**config.mk**
```make
export PLATFORM = sky130hd
export DESIGN_NAME = rx_frame_control
export DESIGN_NICKNAME = d
export VERILOG_FILES = /design/src/design/rx_frame_pkg.sv /design/src/design/rx_frame_control.sv
export SDC_FILE = /design/constraint.sdc
export NUM_CORES = 1
export LEC_CHECK = 0
export BUFFER_PORTS_ARGS = -buffer_cell sky130_fd_sc_hd__buf_4
export CAP_MARGIN = 0
export CELL_PAD_IN_SITES_DETAIL_PLACEMENT = 1
export CELL_PAD_IN_SITES_GLOBAL_PLACEMENT = 2
export CORE_ASPECT_RATIO = 0.75
export CORE_MARGIN = 8
export CORE_UTILIZATION = 40
export CTS_BUF_LIST = sky130_fd_sc_hd__clkbuf_8
export CTS_CLUSTER_SIZE = 20
export DETAILED_ROUTE_END_ITERATION = 6
export PLACE_DENSITY = 0.85
export RECOVER_POWER = 100
export SYNTH_ARGS = -nofsm -noshare
export SYNTH_HDL_FRONTEND = slang
export SYNTH_SLANG_ARGS = --single-unit
```
**constraint.sdc**
```tcl
create_clock -name clk -period 6.2 [get_ports clk]
set_input_delay 0.93 -clock clk [delete_from_list [all_inputs] [get_ports clk]]
set_output_delay 0.93 -clock clk [all_outputs]
set_load 0.03 [all_outputs]
```
**src/design/rx_frame_pkg.sv**
```systemverilog
// Constants, types and states of the receive frame control.
// Assumes one 40 MHz clock domain shared with the demodulator.
package rx_frame_pkg;
    // ========================================
    // Command codes
    localparam logic [5:0] CMD_IDLE = 6'h00;
    localparam logic [5:0] CMD_RECEIVE = 6'h16;
    localparam logic [5:0] CMD_TRANSCEIVE = 6'h1E;
    // ========================================
    // Modem phase codes
    localparam logic [2:0] PH_IDLE = 3'h0;
    localparam logic [2:0] PH_TRANSIT = 3'h4;
    localparam logic [2:0] PH_WAIT = 3'h5;
    localparam logic [2:0] PH_LISTEN = 3'h6;
    // ========================================
    // Counts and sizes
    localparam logic [7:0] PREP_TOP = 8'h03;
    localparam logic [7:0] WAIT_DONE = 8'h00;
    localparam logic [2:0] LAST_BIT = 3'h7;
    localparam logic [1:0] DEPTH_NONE = 2'h0;
    localparam logic [1:0] DEPTH_ONE = 2'h1;
    localparam logic [1:0] DEPTH_TWO = 2'h2;
    localparam logic [7:0] POS_SOF = 8'h00;
    localparam logic [7:0] POS_FIRST = 8'h01;
    // ========================================
    // Checksum, LSB first; 8-bit values are plain defaults
    localparam logic [15:0] CRC16_INIT = 16'h6363;
    localparam logic [15:0] CRC16_POLY = 16'h8408;
    localparam logic [15:0] SHORT_CHECKSUM_SELECT_INIT = 16'h00FF;
    localparam logic [15:0] SHORT_CHECKSUM_SELECT_POLY = 16'h008C;
    // ========================================
    // Carriers
    typedef struct packed {
        logic rx_checksum_enable;
        logic short_checksum_select;
        logic parity_check_enable;
        logic odd_parity_select;
    } redundancy_config_s;

    typedef struct packed {
        logic valid;
        logic [3:0] first_amp;
        logic [3:0] second_amp;
    } half_bits_s;

    typedef enum logic [2:0] {
        ST_IDLE = 3'b000,
        ST_TX = 3'b001,
        ST_GO_RX = 3'b010,
        ST_WAIT = 3'b011,
        ST_LISTEN = 3'b100,
        ST_DECODE = 3'b101,
        ST_FINISH = 3'b110,
        ST_FLUSH = 3'b111
    } rx_state_e;
endpackage

```
**src/design/rx_frame_control.sv**
```systemverilog
// Receive and transceive control for a Type A contactless reader.
// Assumes demodulator, transmitter and FIFO share clk; no pin sync needed.
// Function
// - Command 16h starts the receiver; decoded bytes go to the FIFO.
// - Receive starts by command or after transceive transmit ends.
// - Wait counter counts down per bit clock; prepare at 3..1, listen at 0.
// - Decoding starts only when signal strength exceeds minimum level.
// - Decoder stops when signal is lost and sets the done flag.
// - Wait for start of frame, then pack bits into bytes for the FIFO.
// - End pattern or weak signal stops reception, goes idle, raises flags.
// - Checksum enabled expects one byte if short select, else two.
// - Delay buffer hides a good checksum; a bad one flushes everything.
// - Parity enabled checks a parity bit after each byte, odd or even.
// - Both halves modulated above collision level flag a collision.
// - Reception continues after collision; collided bit is delivered as one.
// - Zero-after-collision forces all later bits to zero.
// - First collision position recorded; start is 0, data from 1.
// - Collision in start gives framing error and no FIFO writes.
// - Alignment offsets the first byte and clears after reception.
// - Last-bits status tells valid low bits of final byte.
// - With alignment and parity, first parity bit is not checked.
// - Framing error on missing start; checksum error on mismatch or short.
// - Command 1Eh transmits from FIFO then starts receive.
// - Modem phase shows idle, transmit phases, transit and wait codes.
// - Modem phase reads 110 while listening.
`timescale 1ns/10ps
module rx_frame_control
    import rx_frame_pkg::*;
(
    // Clock and reset
    input wire logic clk,
    input wire logic arst_n,
    // Command and transmitter
    input wire logic cmd_write,
    input wire logic [5:0] cmd_code,
    input wire logic tx_done,
    input wire logic [1:0] tx_phase,
    output logic tx_start,
    // Configuration
    input wire logic bit_tick,
    input wire logic [7:0] receive_wait_count,
    input wire logic [3:0] min_signal_level,
    input wire logic [3:0] collision_level,
    input wire redundancy_config_s redundancy_config,
    input wire logic zero_after_collision,
    input wire logic align_write,
    input wire logic [2:0] align_value,
    // Demodulator
    input wire half_bits_s demod,
    input wire logic [3:0] signal_strength,
    input wire logic eof_detect,
    output logic rx_prepare,
    output logic rx_active,
    // FIFO write side
    output logic fifo_wr,
    output logic [7:0] fifo_data,
    // Status
    output logic [2:0] modem_phase,
    input wire logic done_clear,
    output logic receive_done_flag,
    output logic collision_error,
    output logic parity_error,
    output logic framing_error,
    output logic checksum_error,
    output logic [7:0] collision_position,
    output logic [2:0] rx_valid_last_bits,
    output logic [2:0] rx_bit_alignment
);

    // ========================================
    // Checksum step, one byte LSB first
    function automatic logic [15:0] crc_step(input logic [15:0] c_in,
                                             input logic [7:0] d,
                                             input logic short_sel);
        logic [15:0] c;
        logic fb;
        c = c_in;
        fb = 1'b0;
        for (int i = 0; i < 8; i++) begin
            fb = c[0] ^ d[i];
            c = c >> 1;
            if (fb) begin
                c = c ^ (short_sel ? SHORT_CHECKSUM_SELECT_POLY : CRC16_POLY);
            end
        end
        return c;
    endfunction

    // ========================================
    // State
    rx_state_e st_q, st_d;
    logic [7:0] wait_q;
    logic [2:0] align_q;
    logic sof_pend_q, par_pend_q, first_par_q, par_acc_q;
    logic [3:0] fill_q;
    logic [7:0] byte_q;
    logic has_bits_q, zac_q, suppress_q, coll_seen_q;
    logic [7:0] bitno_q;
    logic [7:0] dly_q [0:1];
    logic [1:0] held_q, seen_q;
    logic [15:0] crc_q;
    logic fifo_wr_q;
    logic [7:0] fifo_data_q;
    logic done_q, coll_err_q, par_err_q, frm_err_q, crc_err_q;
    logic [7:0] pos_q;
    logic [2:0] last_q;

    // ========================================
    // Commands and sequencing
    wire cmd_idle = cmd_write && (cmd_code == CMD_IDLE);
    wire cmd_rx = cmd_write && (cmd_code == CMD_RECEIVE);
    wire cmd_trx = cmd_write && (cmd_code == CMD_TRANSCEIVE);
    wire sig_ok = signal_strength > min_signal_level;
    wire rx_end = eof_detect || !sig_ok;
    wire start_rx = st_q == ST_GO_RX;
    wire [1:0] depth = !redundancy_config.rx_checksum_enable ? DEPTH_NONE :
        (redundancy_config.short_checksum_select ? DEPTH_ONE : DEPTH_TWO);
    wire crc_bad = (depth != DEPTH_NONE) &&
        ((crc_q != '0) || (seen_q < depth));
    wire flushing = (st_q == ST_FLUSH) && crc_bad && (held_q != DEPTH_NONE);
    wire flush_done = !flushing;

    always_comb begin
        st_d = st_q;
        unique case (st_q)
            ST_IDLE: begin
                if (cmd_rx) st_d = ST_GO_RX;
                else if (cmd_trx) st_d = ST_TX;
            end
            ST_TX: if (tx_done) st_d = ST_GO_RX;
            ST_GO_RX: st_d = ST_WAIT;
            ST_WAIT: if (wait_q == WAIT_DONE) st_d = ST_LISTEN;
            ST_LISTEN: if (sig_ok) st_d = ST_DECODE;
            ST_DECODE: if (rx_end) st_d = ST_FINISH;
            ST_FINISH: st_d = ST_FLUSH;
            ST_FLUSH: if (flush_done) st_d = ST_IDLE;
        endcase
        if (cmd_idle) st_d = ST_IDLE;
    end

    always_ff @(posedge clk or negedge arst_n) begin
        if (!arst_n) begin
            st_q <= ST_IDLE;
            wait_q <= WAIT_DONE;
        end else begin
            st_q <= st_d;
            if (start_rx) begin
                wait_q <= receive_wait_count;
            end else if (st_q == ST_WAIT && bit_tick && wait_q != WAIT_DONE) begin
                wait_q <= wait_q - 8'h01;
            end
        end
    end

    // ========================================
    // Half-bit decoding
    wire mod_a = demod.first_amp > min_signal_level;
    wire mod_b = demod.second_amp > min_signal_level;
    wire [3:0] weaker = (demod.first_amp < demod.second_amp) ?
        demod.first_amp : demod.second_amp;
    wire coll = mod_a && mod_b && (weaker > collision_level);
    wire raw = demod.first_amp > demod.second_amp;
    wire bit_ev = (st_q == ST_DECODE) && demod.valid;
    wire sof_ev = bit_ev && sof_pend_q;
    wire par_ev = bit_ev && !sof_pend_q && par_pend_q;
    wire dat_ev = bit_ev && !sof_pend_q && !par_pend_q;
    wire dat_val = zac_q ? 1'b0 : (coll ? 1'b1 : raw);
    wire par_exp = par_acc_q ^ redundancy_config.odd_parity_select;
    wire par_skip = first_par_q && (align_q != 3'h0);
    wire par_bad = par_ev && !par_skip && (coll || (raw != par_exp));
    wire byte_done = dat_ev && (fill_q[2:0] == LAST_BIT);
    wire part_ev = (st_q == ST_FINISH) && has_bits_q;
    wire push = byte_done || part_ev;

    logic [7:0] byte_nx;
    always_comb begin
        byte_nx = byte_q;
        byte_nx[fill_q[2:0]] = dat_val;
    end
    wire [7:0] push_data = byte_done ? byte_nx : byte_q;

    always_ff @(posedge clk or negedge arst_n) begin
        if (!arst_n) begin
            sof_pend_q <= 1'b1;
            par_pend_q <= 1'b0;
            first_par_q <= 1'b1;
            par_acc_q <= 1'b0;
            fill_q <= '0;
            byte_q <= '0;
            has_bits_q <= 1'b0;
            bitno_q <= POS_FIRST;
            zac_q <= 1'b0;
        end else if (start_rx) begin
            sof_pend_q <= 1'b1;
            par_pend_q <= 1'b0;
            first_par_q <= 1'b1;
            fill_q <= {1'b0, align_q};
            byte_q <= '0;
            has_bits_q <= 1'b0;
            bitno_q <= POS_FIRST;
            zac_q <= 1'b0;
        end else begin
            if (sof_ev) sof_pend_q <= 1'b0;
            if (par_ev) begin
                par_pend_q <= 1'b0;
                first_par_q <= 1'b0;
            end
            if (dat_ev) begin
                bitno_q <= bitno_q + 8'h01;
                zac_q <= zac_q || (coll && zero_after_collision);
                byte_q <= byte_done ? 8'h00 : byte_nx;
                has_bits_q <= !byte_done;
                fill_q <= byte_done ? 4'h0 : fill_q + 4'h1;
                if (byte_done) begin
                    par_pend_q <= redundancy_config.parity_check_enable;
                    par_acc_q <= ^byte_nx;
                end
            end
            if (part_ev) has_bits_q <= 1'b0;
        end
    end

    // ========================================
    // Checksum delay buffer and FIFO writes
    // Holding the last one or two bytes lets a good checksum vanish.
    wire pass = push && (held_q >= depth);
    wire emit = (pass || flushing) && !suppress_q;

    always_ff @(posedge clk or negedge arst_n) begin
        if (!arst_n) begin
            held_q <= DEPTH_NONE;
            seen_q <= DEPTH_NONE;
            crc_q <= CRC16_INIT;
            dly_q[0] <= '0;
            dly_q[1] <= '0;
        end else if (start_rx) begin
            held_q <= DEPTH_NONE;
            seen_q <= DEPTH_NONE;
            crc_q <= redundancy_config.short_checksum_select ? SHORT_CHECKSUM_SELECT_INIT : CRC16_INIT;
        end else if (push) begin
            crc_q <= crc_step(crc_q, push_data,
                              redundancy_config.short_checksum_select);
            seen_q <= (seen_q == DEPTH_TWO) ? seen_q : seen_q + 2'h1;
            if (held_q < depth) begin
                dly_q[held_q[0]] <= push_data;
                held_q <= held_q + 2'h1;
            end else if (depth == DEPTH_TWO) begin
                dly_q[0] <= dly_q[1];
                dly_q[1] <= push_data;
            end else begin
                dly_q[0] <= push_data;
            end
        end else if (flushing) begin
            dly_q[0] <= dly_q[1];
            held_q <= held_q - 2'h1;
        end
    end

    always_ff @(posedge clk or negedge arst_n) begin
        if (!arst_n) begin
            fifo_wr_q <= 1'b0;
            fifo_data_q <= '0;
        end else begin
            fifo_wr_q <= emit;
            if (emit) begin
                fifo_data_q <= (depth == DEPTH_NONE) ? push_data : dly_q[0];
            end
        end
    end

    // ========================================
    // Status flags; set wins over clear
    always_ff @(posedge clk or negedge arst_n) begin
        if (!arst_n) begin
            coll_err_q <= 1'b0;
            par_err_q <= 1'b0;
            frm_err_q <= 1'b0;
            crc_err_q <= 1'b0;
            coll_seen_q <= 1'b0;
            suppress_q <= 1'b0;
            pos_q <= POS_SOF;
            last_q <= '0;
        end else if (start_rx) begin
            coll_err_q <= 1'b0;
            par_err_q <= 1'b0;
            frm_err_q <= 1'b0;
            crc_err_q <= 1'b0;
            coll_seen_q <= 1'b0;
            suppress_q <= 1'b0;
            pos_q <= POS_SOF;
        end else begin
            if ((sof_ev || dat_ev || par_ev) && coll) coll_err_q <= 1'b1;
            if (par_bad) par_err_q <= 1'b1;
            if (sof_ev && (coll || !raw)) frm_err_q <= 1'b1;
            if (sof_ev && coll) suppress_q <= 1'b1;
            if ((sof_ev || dat_ev) && coll && !coll_seen_q) begin
                coll_seen_q <= 1'b1;
                pos_q <= sof_ev ? POS_SOF : bitno_q;
            end
            if (st_q == ST_FLUSH && crc_bad) crc_err_q <= 1'b1;
            if (st_q == ST_FINISH) last_q <= has_bits_q ? fill_q[2:0] : 3'h0;
        end
    end

    wire done_set = (st_q == ST_FLUSH) && flush_done && !cmd_idle;

    always_ff @(posedge clk or negedge arst_n) begin
        if (!arst_n) begin
            done_q <= 1'b0;
            align_q <= '0;
        end else begin
            done_q <= done_set || (done_q && !done_clear);
            if (align_write) begin
                align_q <= align_value;
            end else if (st_q == ST_FINISH) begin
                align_q <= '0;
            end
        end
    end

    // ========================================
    // Modem phase and analog control
    always_comb begin
        unique case (st_q)
            ST_IDLE: modem_phase = PH_IDLE;
            ST_TX: modem_phase = {1'b0, tx_phase};
            ST_WAIT: modem_phase = PH_WAIT;
            ST_LISTEN, ST_DECODE: modem_phase = PH_LISTEN;
            ST_GO_RX, ST_FINISH, ST_FLUSH: modem_phase = PH_TRANSIT;
        endcase
    end

    assign rx_prepare = (st_q == ST_WAIT) && (wait_q <= PREP_TOP)
        && (wait_q != WAIT_DONE);
    assign rx_active = (st_q == ST_LISTEN) || (st_q == ST_DECODE);
    assign tx_start = st_q == ST_TX;
    assign fifo_wr = fifo_wr_q;
    assign fifo_data = fifo_data_q;
    assign receive_done_flag = done_q;
    assign collision_error = coll_err_q;
    assign parity_error = par_err_q;
    assign framing_error = frm_err_q;
    assign checksum_error = crc_err_q;
    assign collision_position = pos_q;
    assign rx_valid_last_bits = last_q;
    assign rx_bit_alignment = align_q;

endmodule // rx_frame_control

```
# ---- Yosys cells after proc, flatten, opt, wreduce, memory -nomap -nowiden
# Index checks and enable logic that the tools add are counted.
dict set report word_totals {
  reg_bits 103
  inputBits 53
  output_inout_bits 34
  wordCells 282
}
dict set report classes {
  addsub 6
  order_cmp 14
  eq_ne 21
  n_mux 102
  bitwise 19
  n_reduce_logical 92
}
# op n
set ops {}
lappend ops {{2-to-1 mux 16 bit} 26}
lappend ops {{2-to-1 mux 8 bit} 17}
lappend ops {{bitwise XOR 15 x 16 -> 16 bit} 8}
lappend ops {{logical AND 1 bit} 35}
lappend ops {{2-to-1 mux 3 bit} 11}
lappend ops {{nonzero test 2 bit} 16}
lappend ops {{2-to-1 mux 1 bit} 28}
lappend ops {{case mux 3 bit (8 select lines)} 1}
lappend ops {{greater-than comparator 4 bit} 5}
lappend ops {{2-to-1 mux 2 bit} 9}
lappend ops {{bitwise mux 16 bit} 1}
lappend ops {{2-to-1 mux 4 bit} 4}
lappend ops {{nonzero test 16 bit} 1}
lappend ops {{equality test 3 bit, second input constant} 5}
lappend ops {{2-to-1 mux 15 bit} 1}
lappend ops {{case mux 3 bit (5 select lines)} 1}
lappend ops {{equality test 6 x 5 -> 1 bit, second input constant} 2}
lappend ops {{!= test 3 bit, second input constant} 4}
lappend ops {{logical NOT 1 bit} 11}
lappend ops {{logical OR 1 bit} 11}
lappend ops {{nonzero test 3 bit} 3}
lappend ops {{bitwise XOR 1 bit} 9}
lappend ops {{adder 8 x 1 -> 8 bit, second input constant} 1}
lappend ops {{bitwise mux 8 bit} 1}
lappend ops {{34 further kinds} 43}

# ---- Logic depth before layout (Yosys ltp)
# Gate-level depths: netlist of the first run.
dict set report logic_depth {
  ltp_word 40
  ltp_mapped 20
  mapped_depth_nobuf 18
}

# ---- Least setup slack after synthesis of the first run
# No wires, ideal clock.
dict set report synth_timing {
  kind {input port to flip-flop}
  start {input demod[1] in the netlist's numbering}
  end {register crc_q[2]}
  setup_ps 126
  t_arrival_ps 4700
  required_time_ps 6074
  setup_slack_ps 1374
  stages 17
  cell_sequence {inv_1 > ha_1 > nor2b_1 > o211ai_1 > nand2_1 > mux2_2 > ha_1 > nor2b_1 > o211ai_1 > a22oi_2 > a31oi_1 > o21a_1 > xor2_1 > xnor3_1 > xnor3_1 > a41o_1 > a221o_1}
}
dict set report synth_via {
  elab_chain_cells 40
}
# element line_no
set synth_lines {}
lappend synth_lines {{start: declaration} rx_frame_control.sv:49} ;# input wire half_bits_s demod,
lappend synth_lines {{< comparator 4 bit} rx_frame_control.sv:159} ;# wire [3:0] weaker = (demod.first_amp < demod.second_amp) ?
lappend synth_lines {{2-to-1 mux 4 bit} rx_frame_control.sv:159}
lappend synth_lines {{greater-than comparator 4 bit} rx_frame_control.sv:161} ;# wire coll = mod_a && mod_b && (weaker > collision_level);
lappend synth_lines {{logical AND 1 bit} rx_frame_control.sv:161}
lappend synth_lines {{2-to-1 mux 1 bit * (2 in a row)} rx_frame_control.sv:167} ;# wire dat_val = zac_q ? 1'b0 : (coll ? 1'b1 : raw);
lappend synth_lines {{bitwise mux 8 bit *} rx_frame_control.sv:178} ;# byte_nx[fill_q[2:0]] = dat_val;
lappend synth_lines {{2-to-1 mux 8 bit *} rx_frame_control.sv:180} ;# wire [7:0] push_data = byte_done ? byte_nx : byte_q;
lappend synth_lines {{bitwise XOR 1 bit} rx_frame_control.sv:80} ;# fb = c[0] ^ d[i];
lappend synth_lines {{(+23 left out)} n/a}
lappend synth_lines {{bitwise XOR 15 x 16 -> 16 bit / bitwise XOR 1 bit (equally long branches)} {rx_frame_control.sv:83, rx_frame_control.sv:80}}
lappend synth_lines {{2-to-1 mux 16 bit} rx_frame_control.sv:82} ;# if (fb) begin
lappend synth_lines {{2-to-1 mux 16 bit} rx_frame_control.sv:240} ;# end else if (push) begin
lappend synth_lines {{2-to-1 mux 16 bit} rx_frame_control.sv:236} ;# end else if (start_rx) begin
lappend synth_lines {{bitwise XOR 15 x 16 -> 16 bit / bitwise XOR 1 bit (equally long branches)} {rx_frame_control.sv:83, rx_frame_control.sv:80}}
lappend synth_lines {{2-to-1 mux 16 bit *} rx_frame_control.sv:82}
lappend synth_lines {{2-to-1 mux 16 bit *} rx_frame_control.sv:240}
lappend synth_lines {{2-to-1 mux 16 bit *} rx_frame_control.sv:236}
lappend synth_lines {{end signal: assignment} rx_frame_control.sv:239} ;# crc_q <= redundancy_config.short_checksum_select ? SHORT_CHECKSUM_SELECT_INIT : CRC16_INIT;
lappend synth_lines {{end signal: assignment} rx_frame_control.sv:241} ;# crc_q <= crc_step(crc_q, push_data,
lappend synth_lines {{end: declaration} rx_frame_control.sv:101} ;# logic [15:0] crc_q;
# Every way passes the cells marked *; elsewhere a longest branch is shown, timed or not. The select of a mux whose other input is x is not followed.
# A chain may end at the register's enable or synchronous reset.

# ---- Final worst setup path of the first run
# Ends and elaborated chain as after synthesis.

==> reports/qor.yml, run 1 <==
sta:
  fmax_mhz: 181
  finalSetupViolations: 0
  slew_violations: 94
  period_share_pct: 89.3
  finalHoldViolations: 0
  rsz0062_at_grt: "no"
  worst_slack_ns: 0.660
  max_slew_margin_pct: -134
  fin_setup_tns_ns: 0
  skew_ns: 0.0167
  period_needed_ns: 5.54
  tightest_slew_ns: 3.51
  holdWs_ns: 0.461
synthesis:
  synthSimpleGateAreaFrac_pct: 19.5
  ys.flop_type: "dfrtp_1"
  async_reset_ff_share_pct: 100
  synth_cell_types: 70
  syn_inst: 740
  synth_top_family_by_area: "compound AO/OA/AOI/OAI gates"
  synth_top_area_cell: "dfrtp_1"
  synth_xor_area_share_pct: 8.95
  synthAdderAreaFrac_pct: 6.53
  syn_avg_cell_area_um2: 8.81
  synth_nets: 827
  synth.top_cell.area_share_pct: 34.9
  ys_warn_count: 0
  ys_seq_area_share_pct: 39.4
  synth_mux_area_share_pct: 1.79
  synthesis.area_mm2: 0.00652
  synth_compound_area_share_pct: 19.9
  yosys-top-cells-area: "dfrtp_1 35%, a21oi_1 6.5%, ha_1 6.5%, nand2_1 5.1%, nor2_1 4.8%"
  synth.ff_latch_count: 102
  synth_edf_count: 0
layout:
  fill_cells: 1918
  multi_input_area_mm2: 0.00367
  areaGrowthSynthToFinish_pct: 13.2
  fin_area_mm2: 0.00737
  drive_gt1_share_pct: 11.4
  seqCellArea_mm2: 0.00257
  n_antenna_cell: 0
  nets: 899
min_path:
  hold_start: "first_par_q$_DFFE_PN1P_"
  hp-class: "reg -> reg"
  hold_end: "first_par_q$_DFFE_PN1P_"
  hold_depth: 2
status:
  outcome: "finished with violations"
  violations: "capacitance limit, slew limit"
global_routing:
  grt_max_degree: 65
  antenna_found_initial: 0
  grt_pass1_wl_um: 32400
  grt_remaining_overflow: 0
  grtUsageTotal_pct: 19.4
  first_global_vias: 6158
setup_path:
  crit-reg2reg-launch: "fill_q[0]$_DFFE_PN0P_"
  crit_required_ns: 6.47
  r2r_setup_slack_ns: 1.20
  start_kind: "input pin"
  cp_max_fo: 20
  end_kind: "register"
  r2r-end: "crc_q[2]$_DFFE_PN0N_"
  r2r_cells: 12
  path_class: "in -> reg"
  arrival_ns: 5.81
die:
  die_h_um: 127
  die_w_um: 163
  die-area_mm2: 0.0207
  row_count: 40
  ios: 87
  start_util_pct: 40.8
  core_area_mm2: 0.0160
routing:
  drt_iter0_drc: 272
  wl_per_cell_um: 19.2
  via_count: 5738
  remaining_drc_errors: 0
  drt_wl_total_um: 19700
  vias_per_cell: 5.59
  drt_pass1_iterations: 4
  drtAntennaViolNets: 0
clock_network:
  cts.clk_slew.worst_paths_ns: 0.10
  cts_buffers: 9
  ctsResizeCount: 0
  hold_buffers: 0
  post_cts_buffers: 0
  cts_sinks: 102
  ctsLongestPathBuffers: 2
  insertion_delay_ns: 0.40
  htree_num_levels: 3
  clock-root-buffer: "clkbuf_8"
  cts_tree: "built"
placed_design:
  place_congestion: 0.911
  io_buffers: 86
  pre_cts_ws_ns: 0.717
  place_area_mm2: 0.00736
  dpl.hpwl_um: 14600
pwr:
  power.total_mw: 3.50
  p_leak_nw: 3.31
  vdd_ir_drop_max_mv: 0.223
  p_per_area_mw_per_mm2: 474
run:
  maxCapViolCount: 2
## registers in the layout, summed over array words and instances, names as in the netlist, 2 cells and up
name,cells
rx_bit_alignment,3
wait_q,8
rx_valid_last_bits,3
fifo_data,8
crc_q,16
seen_q,2
held_q,2
collision_position,8
st_q,3
bitno_q,8
fill_q,3
byte_q,8
dly_q,16
## per-stage QoR
stage / std cells / utilization (%)
after floorplan: 740 / -
after global routing: 1027 / 46.2
final: 1027 / 46.2
after global placement: 1011 / 46.1
after detailed placement: 1011 / 46.1
after CTS: 1027 / 47.4
## worst max path at each step
stage / startpoint / endpoint / slack [ns]
2_1_floorplan: demod[1] / crc_q[2]$_DFFE_PN0N_ / 1.37
3_3_place_gp: demod[1] / crc_q[2]$_DFFE_PN0N_ / 0.85
6_report: demod[1] / crc_q[2]$_DFFE_PN0N_ / 0.66
4_1_cts: demod[1] / crc_q[2]$_DFFE_PN0N_ / 1.12
3_5_place_dp: demod[1] / crc_q[2]$_DFFE_PN0N_ / 0.72
5_1_grt: demod[1] / crc_q[2]$_DFFE_PN0N_ / 0.41
## synthesized netlist by cell type (3+ instances only)
library cell,instances
nor3_1,14
buf_2,5
or3_1,3
dfrtp_1,91
ha_1,34
o31ai_1,3
nand3_1,19
inv_1,28
a221oi_1,3
o211ai_1,7
xnor3_1,5
xor2_1,22
o21bai_1,3
nand2_1,88
and2_1,4
mux2i_1,6
mux2_2,5
nor3b_1,3
a21oi_1,85
o21ai_1,5
a211oi_1,3
o21a_1,6
clkbuf_1,23
a32o_1,3
nor2b_1,11
xnor2_1,28
a31oi_1,7
buf_1,4
o21ai_0,42
dfstp_2,11
a22o_1,8
a21o_1,3
nand4_1,6
nand2b_1,10
nor4_1,7
and3_1,5
and4_1,3
a22oi_1,4
nor2_1,83
## power breakdown
| part | switching, mW | internal (mW) |
|---|---|---|
| Sequential | 0.256 | 0.888 |
| Clock | 0.252 | 0.226 |
| Combinational | 1.10 | 0.773 |
| Total | 1.61 | 1.89 |
## placed cells by master, fill, tap and decap left out, types with 4 or more instances in the layout
cell / n
a22oi_1: 5
xnor2_1: 29
o21ai_0: 44
nor2_1: 83
mux2i_1: 6
mux2_2: 4
ha_1: 34
buf_4: 53
a22o_1: 8
a21oi_1: 85
dfrtp_1: 91
nand4_1: 6
inv_1: 30
clkbuf_8: 9
a31oi_1: 7
dfstp_2: 11
nor2b_1: 11
and3_1: 5
o211ai_1: 7
nand3_1: 19
o21a_1: 6
nand2b_1: 10
clkbuf_1: 42
nand2_1: 88
nor4_1: 7
nor3_1: 14
xor2_1: 22
xnor3_1: 5
## worst max-delay path, cell delays in order
cell and delay, ns:
clkbuf_1 0.12, inv_1 0.06, ha_1 0.30, nor2b_1 0.13, o211ai_1 0.24, nand2_1 0.18, mux2_2 0.31, ha_1 0.30
nor2b_1 0.14, o211ai_1 0.09, a22oi_1 0.33, a31oi_1 0.20, buf_4 0.25, o21a_1 0.26, xnor2_1 0.59, xnor3_1 0.48
xnor3_1 0.37, a41o_1 0.23, a221o_1 0.29
## logic make-up (layout without fill, tap and decap cells)
| family | count (synthesis) | after routing |
|---|---|---|
| XOR/XNOR | 57 | 57 |
| buffers and inverters | 63 | 140 |
| AO/OA/AOI/OAI | 204 | 204 |
| flip-flops | 102 | 102 |
| AND/OR/NAND/NOR | 269 | 269 |
| multiplexers | 11 | 11 |
| adder cells (fa/ha/maj) | 34 | 34 |
## cell type report
cell class                      instances  area share (%)
Multi-Input combinational cell        575            49.7
Sequential cell                       102            34.8
Timing Repair Buffer                   96            7.60
Tap cell                              210            3.56
Clock buffer                            9            1.68
Inverter                               28            1.43
Clock inverter                          7            1.22
## routing by layer
metal	GRT usage [%]	vias to the layer above	wire (um)
met5	0	-	0
met4	4.84	0	227
met1	25.2	2869	8900
li1	-	2755	-
met3	3.68	18	745
met2	32.7	96	9800
No activity file was read; power rests on OpenSTA's default activity.
==> run 2, diff against run 1 <==
--- a/config.mk
+++ b/config.mk
@@ -5,17 +5,18 @@
 export SDC_FILE = /design/constraint.sdc
 export NUM_CORES = 1
 export LEC_CHECK = 0
+export ABC_AREA = 1
 export BUFFER_PORTS_ARGS = -buffer_cell sky130_fd_sc_hd__buf_4
 export CAP_MARGIN = 0
 export CELL_PAD_IN_SITES_DETAIL_PLACEMENT = 1
 export CELL_PAD_IN_SITES_GLOBAL_PLACEMENT = 2
 export CORE_ASPECT_RATIO = 0.75
 export CORE_MARGIN = 8
-export CORE_UTILIZATION = 40
+export CORE_UTILIZATION = 37
 export CTS_BUF_LIST = sky130_fd_sc_hd__clkbuf_8
 export CTS_CLUSTER_SIZE = 20
 export DETAILED_ROUTE_END_ITERATION = 6
-export PLACE_DENSITY = 0.85
+export PLACE_DENSITY = 0.84
 export RECOVER_POWER = 100
 export SYNTH_ARGS = -nofsm -noshare
 export SYNTH_HDL_FRONTEND = slang
==> run 2 against run 1 <==
Net effect:
- the flow still finishes with violations (capacitance limit, slew limit)
- critical endpoint is now crc_q[13]$_DFFE_PN1N_
- sequential share of layout area down 1.0 points
- final area up 3.1%
- sequential power down 6%
- highest routed layer unchanged
==> reports/qor.yml, run 2 <==
synthesis:
  synthesis.area_mm2: 0.00670  # +2.9%
  synth.ff_latch_count: 102  # unchanged
  syn_avg_cell_area_um2: 7.34  # -17%
  ys.flop_type: "dfrtp_1"
  synth_edf_count: 0  # unchanged
  synth_nets: 1000  # +21%
  synth_common_cells: "206 x nand2_1, 146 x inv_1, 91 x dfrtp_1, 83 x o21ai_0, 63 x nand3_1"
  synth_top_area_cell: "dfrtp_1"
  ys_seq_area_share_pct: 38.3  # -1.1 points
  synth_cell_types: 50  # -29%
  async_reset_ff_share_pct: 100  # unchanged
  ys_warn_count: 0  # unchanged
  yosys-top-cells-area: "dfrtp_1 34%, nand2_1 12%, inv_1 8.2%, ha_1 6.3%, o21ai_0 6.2%"
  syn_inst: 913  # +23%
  synth.top_cell.area_share_pct: 34.0  # -0.97 points
  yosys.cell_count.top_type: "nand2_1"
placed_design:
  pre_cts_ws_ns: 1.53  # +0.816 ns
  place_congestion: 0.835  # -8.3%
  dpl.hpwl_um: 16100  # +11%
  io_buffers: 86  # unchanged
routing:
  drt_iter0_drc: 361  # +33%
  via_count: 6322  # +10%
  remaining_drc_errors: 0  # unchanged
  vias_per_cell: 5.09  # -8.9%
  drt_wl_total_um: 20800  # +5.9%
  drt_pass1_iterations: 4  # unchanged
  wl_per_cell_um: 16.8  # -12%
  drtAntennaViolNets: 0  # unchanged
pwr:
  p_seq_share_pct: 32.8  # about the same
  pwr-share-clk_pct: 12.7  # -1.0 points
  p_leak_nw: 3.84  # +16%
  power.total_mw: 3.25  # -7.2%
  vdd_ir_drop_max_mv: 0.153  # -31%
  p_per_area_mw_per_mm2: 427  # -10%
  p_comb_share_pct: 54.5  # +0.9 points
  p_sw_share_pct: 50.8  # +4.8 points
  switchingPower_mw: 1.65  # +2.6%
  intPower_mw: 1.60  # -15%
clock_network:
  ctsResizeCount: 0  # unchanged
  cts.clk_slew.worst_paths_ns: 0.11  # about the same
  cts_tree: "built"
  post_cts_buffers: 0  # unchanged
  insertion_delay_ns: 0.40  # about the same
  hold_buffers: 0  # unchanged
  cts_buffers: 9  # unchanged
  htree_num_levels: 3  # unchanged
  clock-root-buffer: "clkbuf_8"
  ctsLongestPathBuffers: 2  # unchanged
  cts_sinks: 102  # unchanged
sta:
  max_slew_margin_pct: -56.6  # +78 points
  period_needed_ns: 5.03  # -0.511 ns
  fin_setup_tns_ns: 0  # unchanged
  skew_ns: 0.0191  # +0.00241 ns
  worst_slack_ns: 1.17  # +0.511 ns
  holdWs_ns: 0.492  # +0.0312 ns
  period_share_pct: 81.1  # -8.2 points
  tightest_slew_ns: 2.35  # -1.16 ns
  finalSetupViolations: 0  # unchanged
  finalHoldViolations: 0  # unchanged
  slew_violations: 122  # +30%
  fmax_mhz: 199  # +10%
  rsz0062_at_grt: "no"
setup_path:
  start_kind: "register"
  path_class: "reg -> reg"
  crit_required_ns: 6.50  # +0.03 ns
  crit-reg2reg-launch: "st_q[1]$_DFFE_PN0P_"
  r2r_cells: 19  # +7
  arrival_ns: 5.33  # -0.48 ns
  end_kind: "register"
  critical_path.startpoint: "st_q[1]$_DFFE_PN0P_"
  cp_max_fo: 24  # +20%
global_routing:
  antenna_found_initial: 0  # unchanged
  grt_remaining_overflow: 0  # unchanged
  grtUsageTotal_pct: 18.7  # -0.72 points
  grt_pass1_wl_um: 34400  # +6.3%
  first_global_vias: 6487  # +5.3%
  grt_max_degree: 64  # -1.5%
layout:
  layout_commonest_cell: "nand2_1"
  n_antenna_cell: 0  # unchanged
  reg_top3: "crc_q (16), dly_q (16)"
  nets: 1082  # +20%
  areaGrowthSynthToFinish_pct: 13.4
  drive_gt1_share_pct: 11.5  # +0.12 points
  final_cell_mix: "209 x nand2_1, 152 x inv_1, 91 x dfrtp_1"
min_path:
  hold_start: "first_par_q$_DFFE_PN1P_"
  hp-class: "reg -> reg"
  hold_depth: 2  # unchanged
die:
  die_h_um: 133  # +4.8%
  die-area_mm2: 0.0227  # +9.9%
  row_count: 42  # +5.0%
  core_area_mm2: 0.0177  # +11%
  ios: 87  # unchanged
  die_w_um: 171  # +4.9%
  start_util_pct: 37.9  # -3.0 points
status:
  outcome: "finished with violations"
  violations: "capacitance limit, slew limit"
run:
  maxCapViolCount: 3  # +1
==> run 2: changes by cell type in the layout (fill, tap and decap cells not counted), sizes merged, moves of 25 or more <==
cell,delta
xnor2,-25
nand2,+139
nand3,+49
o21ai,+42
a21oi,-49
inv,+126
==> run 2: path summary, 6_finish.rpt <==
path,end,slack (ns)
min in group asynchronous,bitno_q[5]$_DFFE_PN0P_,1.21
max in group asynchronous,receive_done_flag$_DFF_PN0_,2.38
max reg2reg,crc_q[13]$_DFFE_PN1N_,1.17
min,first_par_q$_DFFE_PN1P_,0.49
max,crc_q[13]$_DFFE_PN1N_,1.17
min reg2reg,first_par_q$_DFFE_PN1P_,0.49
==> run 2: cells by family (layout without fill, tap and decap cells) <==
| kind of cell | Yosys count | count (layout) | share of synthesized area [%] |
|---|---|---|---|
| compound gates | 177 | 177 | 15.1 |
| xor+xnor | 16 | 16 | 2.09 |
| fa+ha+maj | 34 | 34 | 6.35 |
| buf+inv | 177 | 264 | 10.2 |
| flops | 102 | 102 | 38.3 |
| mux | 2 | 2 | 0.299 |
| simple gates | 405 | 405 | 27.7 |
==> run 2: metal layers <==
layer  share of wire [%]  up-vias  track usage (%)  wire length, um
li1                    -     3149                -                -
met3                 4.2       12             3.39              876
met4                0.58        0             3.04              121
met2                  43      101             28.0             8920
met1                  52     3060             27.7            10900
met5                   0        -                0                0
==> run 2: worst max-delay path, stage by stage (launching register included) <==
cell      delay [ns]
dfrtp_1         0.42
inv_1           0.11
ha_1            0.20
nand2_2         0.06
inv_1           0.13
nand2_4         0.08
nor2_4          0.09
inv_1           0.07
nor2_1          0.50
inv_4           0.13
nor2_8          0.26
inv_1           0.25
nand2_1         0.11
clkbuf_1        0.97
nor2_1          0.46
inv_1           0.60
nand2_1         0.10
inv_1           0.15
o21ai_0         0.10
o21ai_0         0.14
==> run 2: layout make-up <==
| class | count | area [um^2] |
|---|---|---|
| Fill cell | 2309 | 10100 |
| Clock inverter | 7 | 51.3 |
| Timing Repair Buffer | 91 | 534 |
| Multi-Input combinational cell | 634 | 3430 |
| Tap cell | 242 | 303 |
| Clock buffer | 9 | 124 |
| Sequential cell | 102 | 2570 |
| Inverter | 157 | 592 |
==> run 2: power by group through the flow <==
stage / clock network (mW) / logic [mW] / registers (mW)
floorplan: 0 / 1.21 / 1.13
global placement: 0 / 1.81 / 1.07
detailed placement: 0 / 1.84 / 1.08
CTS: 0.423 / 1.85 / 1.07
global route: 0.444 / 2.00 / 1.10
finish: 0.412 / 1.77 / 1.07
==> run 2: per-stage QoR <==
| stage | instance area, um^2 | cells | utilization, % |
|---|---|---|---|
| after floorplan | 6700 | 913 | - |
| after global placement | 7600 | 1226 | 42.9 |
| after detailed placement | 7600 | 1226 | 42.9 |
| after CTS | 7780 | 1242 | 43.9 |
| after global routing | 7600 | 1242 | 42.9 |
| final | 7600 | 1242 | 42.9 |
==> run 3, diff against run 2 <==
--- a/config.mk
+++ b/config.mk
@@ -12,11 +12,11 @@
 export CELL_PAD_IN_SITES_GLOBAL_PLACEMENT = 2
 export CORE_ASPECT_RATIO = 0.75
 export CORE_MARGIN = 8
-export CORE_UTILIZATION = 37
+export CORE_UTILIZATION = 34
 export CTS_BUF_LIST = sky130_fd_sc_hd__clkbuf_8
 export CTS_CLUSTER_SIZE = 20
 export DETAILED_ROUTE_END_ITERATION = 6
-export PLACE_DENSITY = 0.84
+export PLACE_DENSITY = 0.78
 export RECOVER_POWER = 100
 export SYNTH_ARGS = -nofsm -noshare
 export SYNTH_HDL_FRONTEND = slang
==> constraint.sdc (replaced) <==
create_clock -name clk -period 5 [get_ports clk]
set_input_delay 0.75 -clock clk [delete_from_list [all_inputs] [get_ports clk]]
set_output_delay 0.75 -clock clk [all_outputs]
set_load 0.03 [all_outputs]
==> run 3 against run 2 <==
Net effect:
- via count decreased by 1.6%
- critical endpoint is now crc_q[14]$_DFFE_PN1N_
- highest routed layer unchanged
- first-iteration DRC count down 2.2%
- core utilization fell by 3.5 points
- sequential power rose by 23%
- clock-buffer cell count did not move
- register-to-register slack worse by 0.58 ns
- sequential share of layout area shrank 0.11 points
- sequential cell count unchanged
- power grew 24%
- final area is 0.33% higher
- critical path type unchanged
- the flow still finishes with violations (capacitance limit, slew limit)
- cell count up 0.97%
==> reports/qor.yml, run 3 (synthesized netlist as in run 2, its figures left out) <==
placed_design:
  place_area_mm2: 0.00762  # +0.28%
  dpl.hpwl_um: 16200  # +0.33%
  io_buffers: 86  # unchanged
  pre_cts_ws_ns: 0.395  # -1.14 ns
  place_congestion: 0.791  # -5.3%
global_routing:
  antenna_found_initial: 0  # unchanged
  grtUsageTotal_pct: 17.5  # -1.2 points
  grt_remaining_overflow: 0  # unchanged
  first_global_vias: 6332  # -2.4%
  grt_pass1_wl_um: 34200  # -0.80%
  grt_max_degree: 58  # -9.4%
setup_path:
  cp_max_fo: 18  # -25%
  arrival_ns: 4.71  # -0.62 ns
  start_kind: "register"
  critical_path.startpoint: "st_q[1]$_DFFE_PN0P_"
  path_class: "reg -> reg"
  crit_required_ns: 5.31  # -1.19 ns
  crit-reg2reg-launch: "st_q[1]$_DFFE_PN0P_"
  end_kind: "register"
layout:
  drive_gt1_share_pct: 11.8  # +0.29 points
  nets: 1083  # +0.092%
  areaGrowthSynthToFinish_pct: 13.8
  fill_cells: 2467  # +6.8%
  utilization_pct: 39.5  # -3.5 points
  final_cell_mix: "210 x nand2_1, 148 x inv_1, 91 x dfrtp_1"
  layout_commonest_cell: "nand2_1"
  n_antenna_cell: 0  # unchanged
  fin_area_mm2: 0.00763  # +0.33%
  reg_top3: "crc_q (16), dly_q (16)"
clock_network:
  ctsLongestPathBuffers: 2  # unchanged
  cts_buffers: 9  # unchanged
  ctsResizeCount: 0  # unchanged
  cts.clk_slew.worst_paths_ns: 0.11  # about the same
  clock-root-buffer: "clkbuf_8"
  htree_num_levels: 3  # unchanged
  post_cts_buffers: 0  # unchanged
  cts_tree: "built"
  hold_buffers: 0  # unchanged
  insertion_delay_ns: 0.39  # about the same
  cts_sinks: 102  # unchanged
routing:
  drt_iter0_drc: 353  # -2.2%
  drtAntennaViolNets: 0  # unchanged
  via_count: 6220  # -1.6%
  remaining_drc_errors: 0  # unchanged
  wl_per_cell_um: 16.6  # -0.78%
  drt_pass1_iterations: 4  # unchanged
  vias_per_cell: 4.96  # -2.6%
  drt_wl_total_um: 20900  # +0.18%
sta:
  finalHoldViolations: 0  # unchanged
  slew_violations: 58  # -52%
  worst_slack_ns: 0.595  # -0.576 ns
  finalSetupViolations: 0  # unchanged
  tightest_slew_ns: 3.37  # +1.02 ns
  skew_ns: 0.0175  # -0.00162 ns
  max_slew_margin_pct: -125  # -68 points
  period_needed_ns: 4.41  # -0.624 ns
  rsz0062_at_grt: "no"
  fmax_mhz: 227  # +14%
  fin_setup_tns_ns: 0  # unchanged
  period_share_pct: 88.1  # +7.0 points
pwr:
  p_leak_nw: 3.85  # +0.24%
  vdd_ir_drop_max_mv: 0.181  # +18%
  p_per_area_mw_per_mm2: 529  # +24%
status:
  outcome: "finished with violations"
  violations: "capacitance limit, slew limit"
die:
  die_h_um: 138  # +3.8%
  row_count: 44  # +4.8%
  die_w_um: 178  # +3.9%
  start_util_pct: 34.7  # -3.2 points
  ios: 87  # unchanged
  core_area_mm2: 0.0193  # +9.1%
  die-area_mm2: 0.0245  # +7.9%
min_path:
  hold_start: "first_par_q$_DFFE_PN1P_"
  hp-class: "reg -> reg"
run:
  maxCapViolCount: 1  # -2
[run 3: layer usage]
metal  routed length (um)  vias to the layer above  global-route usage, %  share of wire [%]
li1                     -                     3142                      -                  -
met3                  863                       14                   3.40                4.1
met4                  196                        0                   3.05               0.94
met2                 8680                       86                   26.6                 42
met1                11100                     2978                   25.5                 53
met5                    0                        -                      0                  0
[run 3: layout make-up]
cell class	count	area [um^2]	share of cell area (%)
Timing Repair Buffer	92	542	7.10
Clock buffer	9	124	1.62
Inverter	157	591	7.74
Clock inverter	7	61.3	0.804
Sequential cell	102	2570	33.6
Tap cell	253	317	4.15
Multi-Input combinational cell	634	3430	44.9
[run 3: worst paths after layout]
kind / end / slack [ns] / depth (start not counted)
min in group asynchronous: fifo_data[7]$_DFFE_PN0P_ / 1.49 / 1
min reg2reg: first_par_q$_DFFE_PN1P_ / 0.47 / 2
max: crc_q[14]$_DFFE_PN1N_ / 0.59 / 18
min: first_par_q$_DFFE_PN1P_ / 0.47 / 2
max in group asynchronous: fill_q[2]$_DFFE_PN0P_ / 0.96 / 2
max reg2reg: crc_q[14]$_DFFE_PN1N_ / 0.59 / 18
[run 3: worst max-delay path, cell delays in order (launching register included)]
cell and delay [ns]:
dfrtp_1 0.41, inv_1 0.11, ha_1 0.21, nand2_2 0.07
inv_1 0.12, nand2_4 0.08, nor2_4 0.09, inv_1 0.06
nor2_1 0.48, clkinvlp_2 0.53, nor2_8 0.37, inv_2 0.16
nand2_1 0.53, nor2_1 0.11, inv_1 0.48, nand2_1 0.10
inv_1 0.15, o21ai_0 0.10, o21ai_0 0.13
[run 3: stage by stage]
step	power (mW)	hold slack, ns	instances
detailed placement	3.64	0.454	1238
global placement	3.60	0.454	1238
global route	4.42	0.508	1254
CTS	4.19	0.463	1254
floorplan	2.90	0.442	913
finish	4.04	0.472	1254
[run 3: power breakdown]
part | total (mW) | internal (mW) | switching [mW]
clock | 0.530 | 0.193 | 0.337
combinational | 2.19 | 0.674 | 1.51
sequential | 1.32 | 1.12 | 0.201
total | 4.04 | 1.99 | 2.05
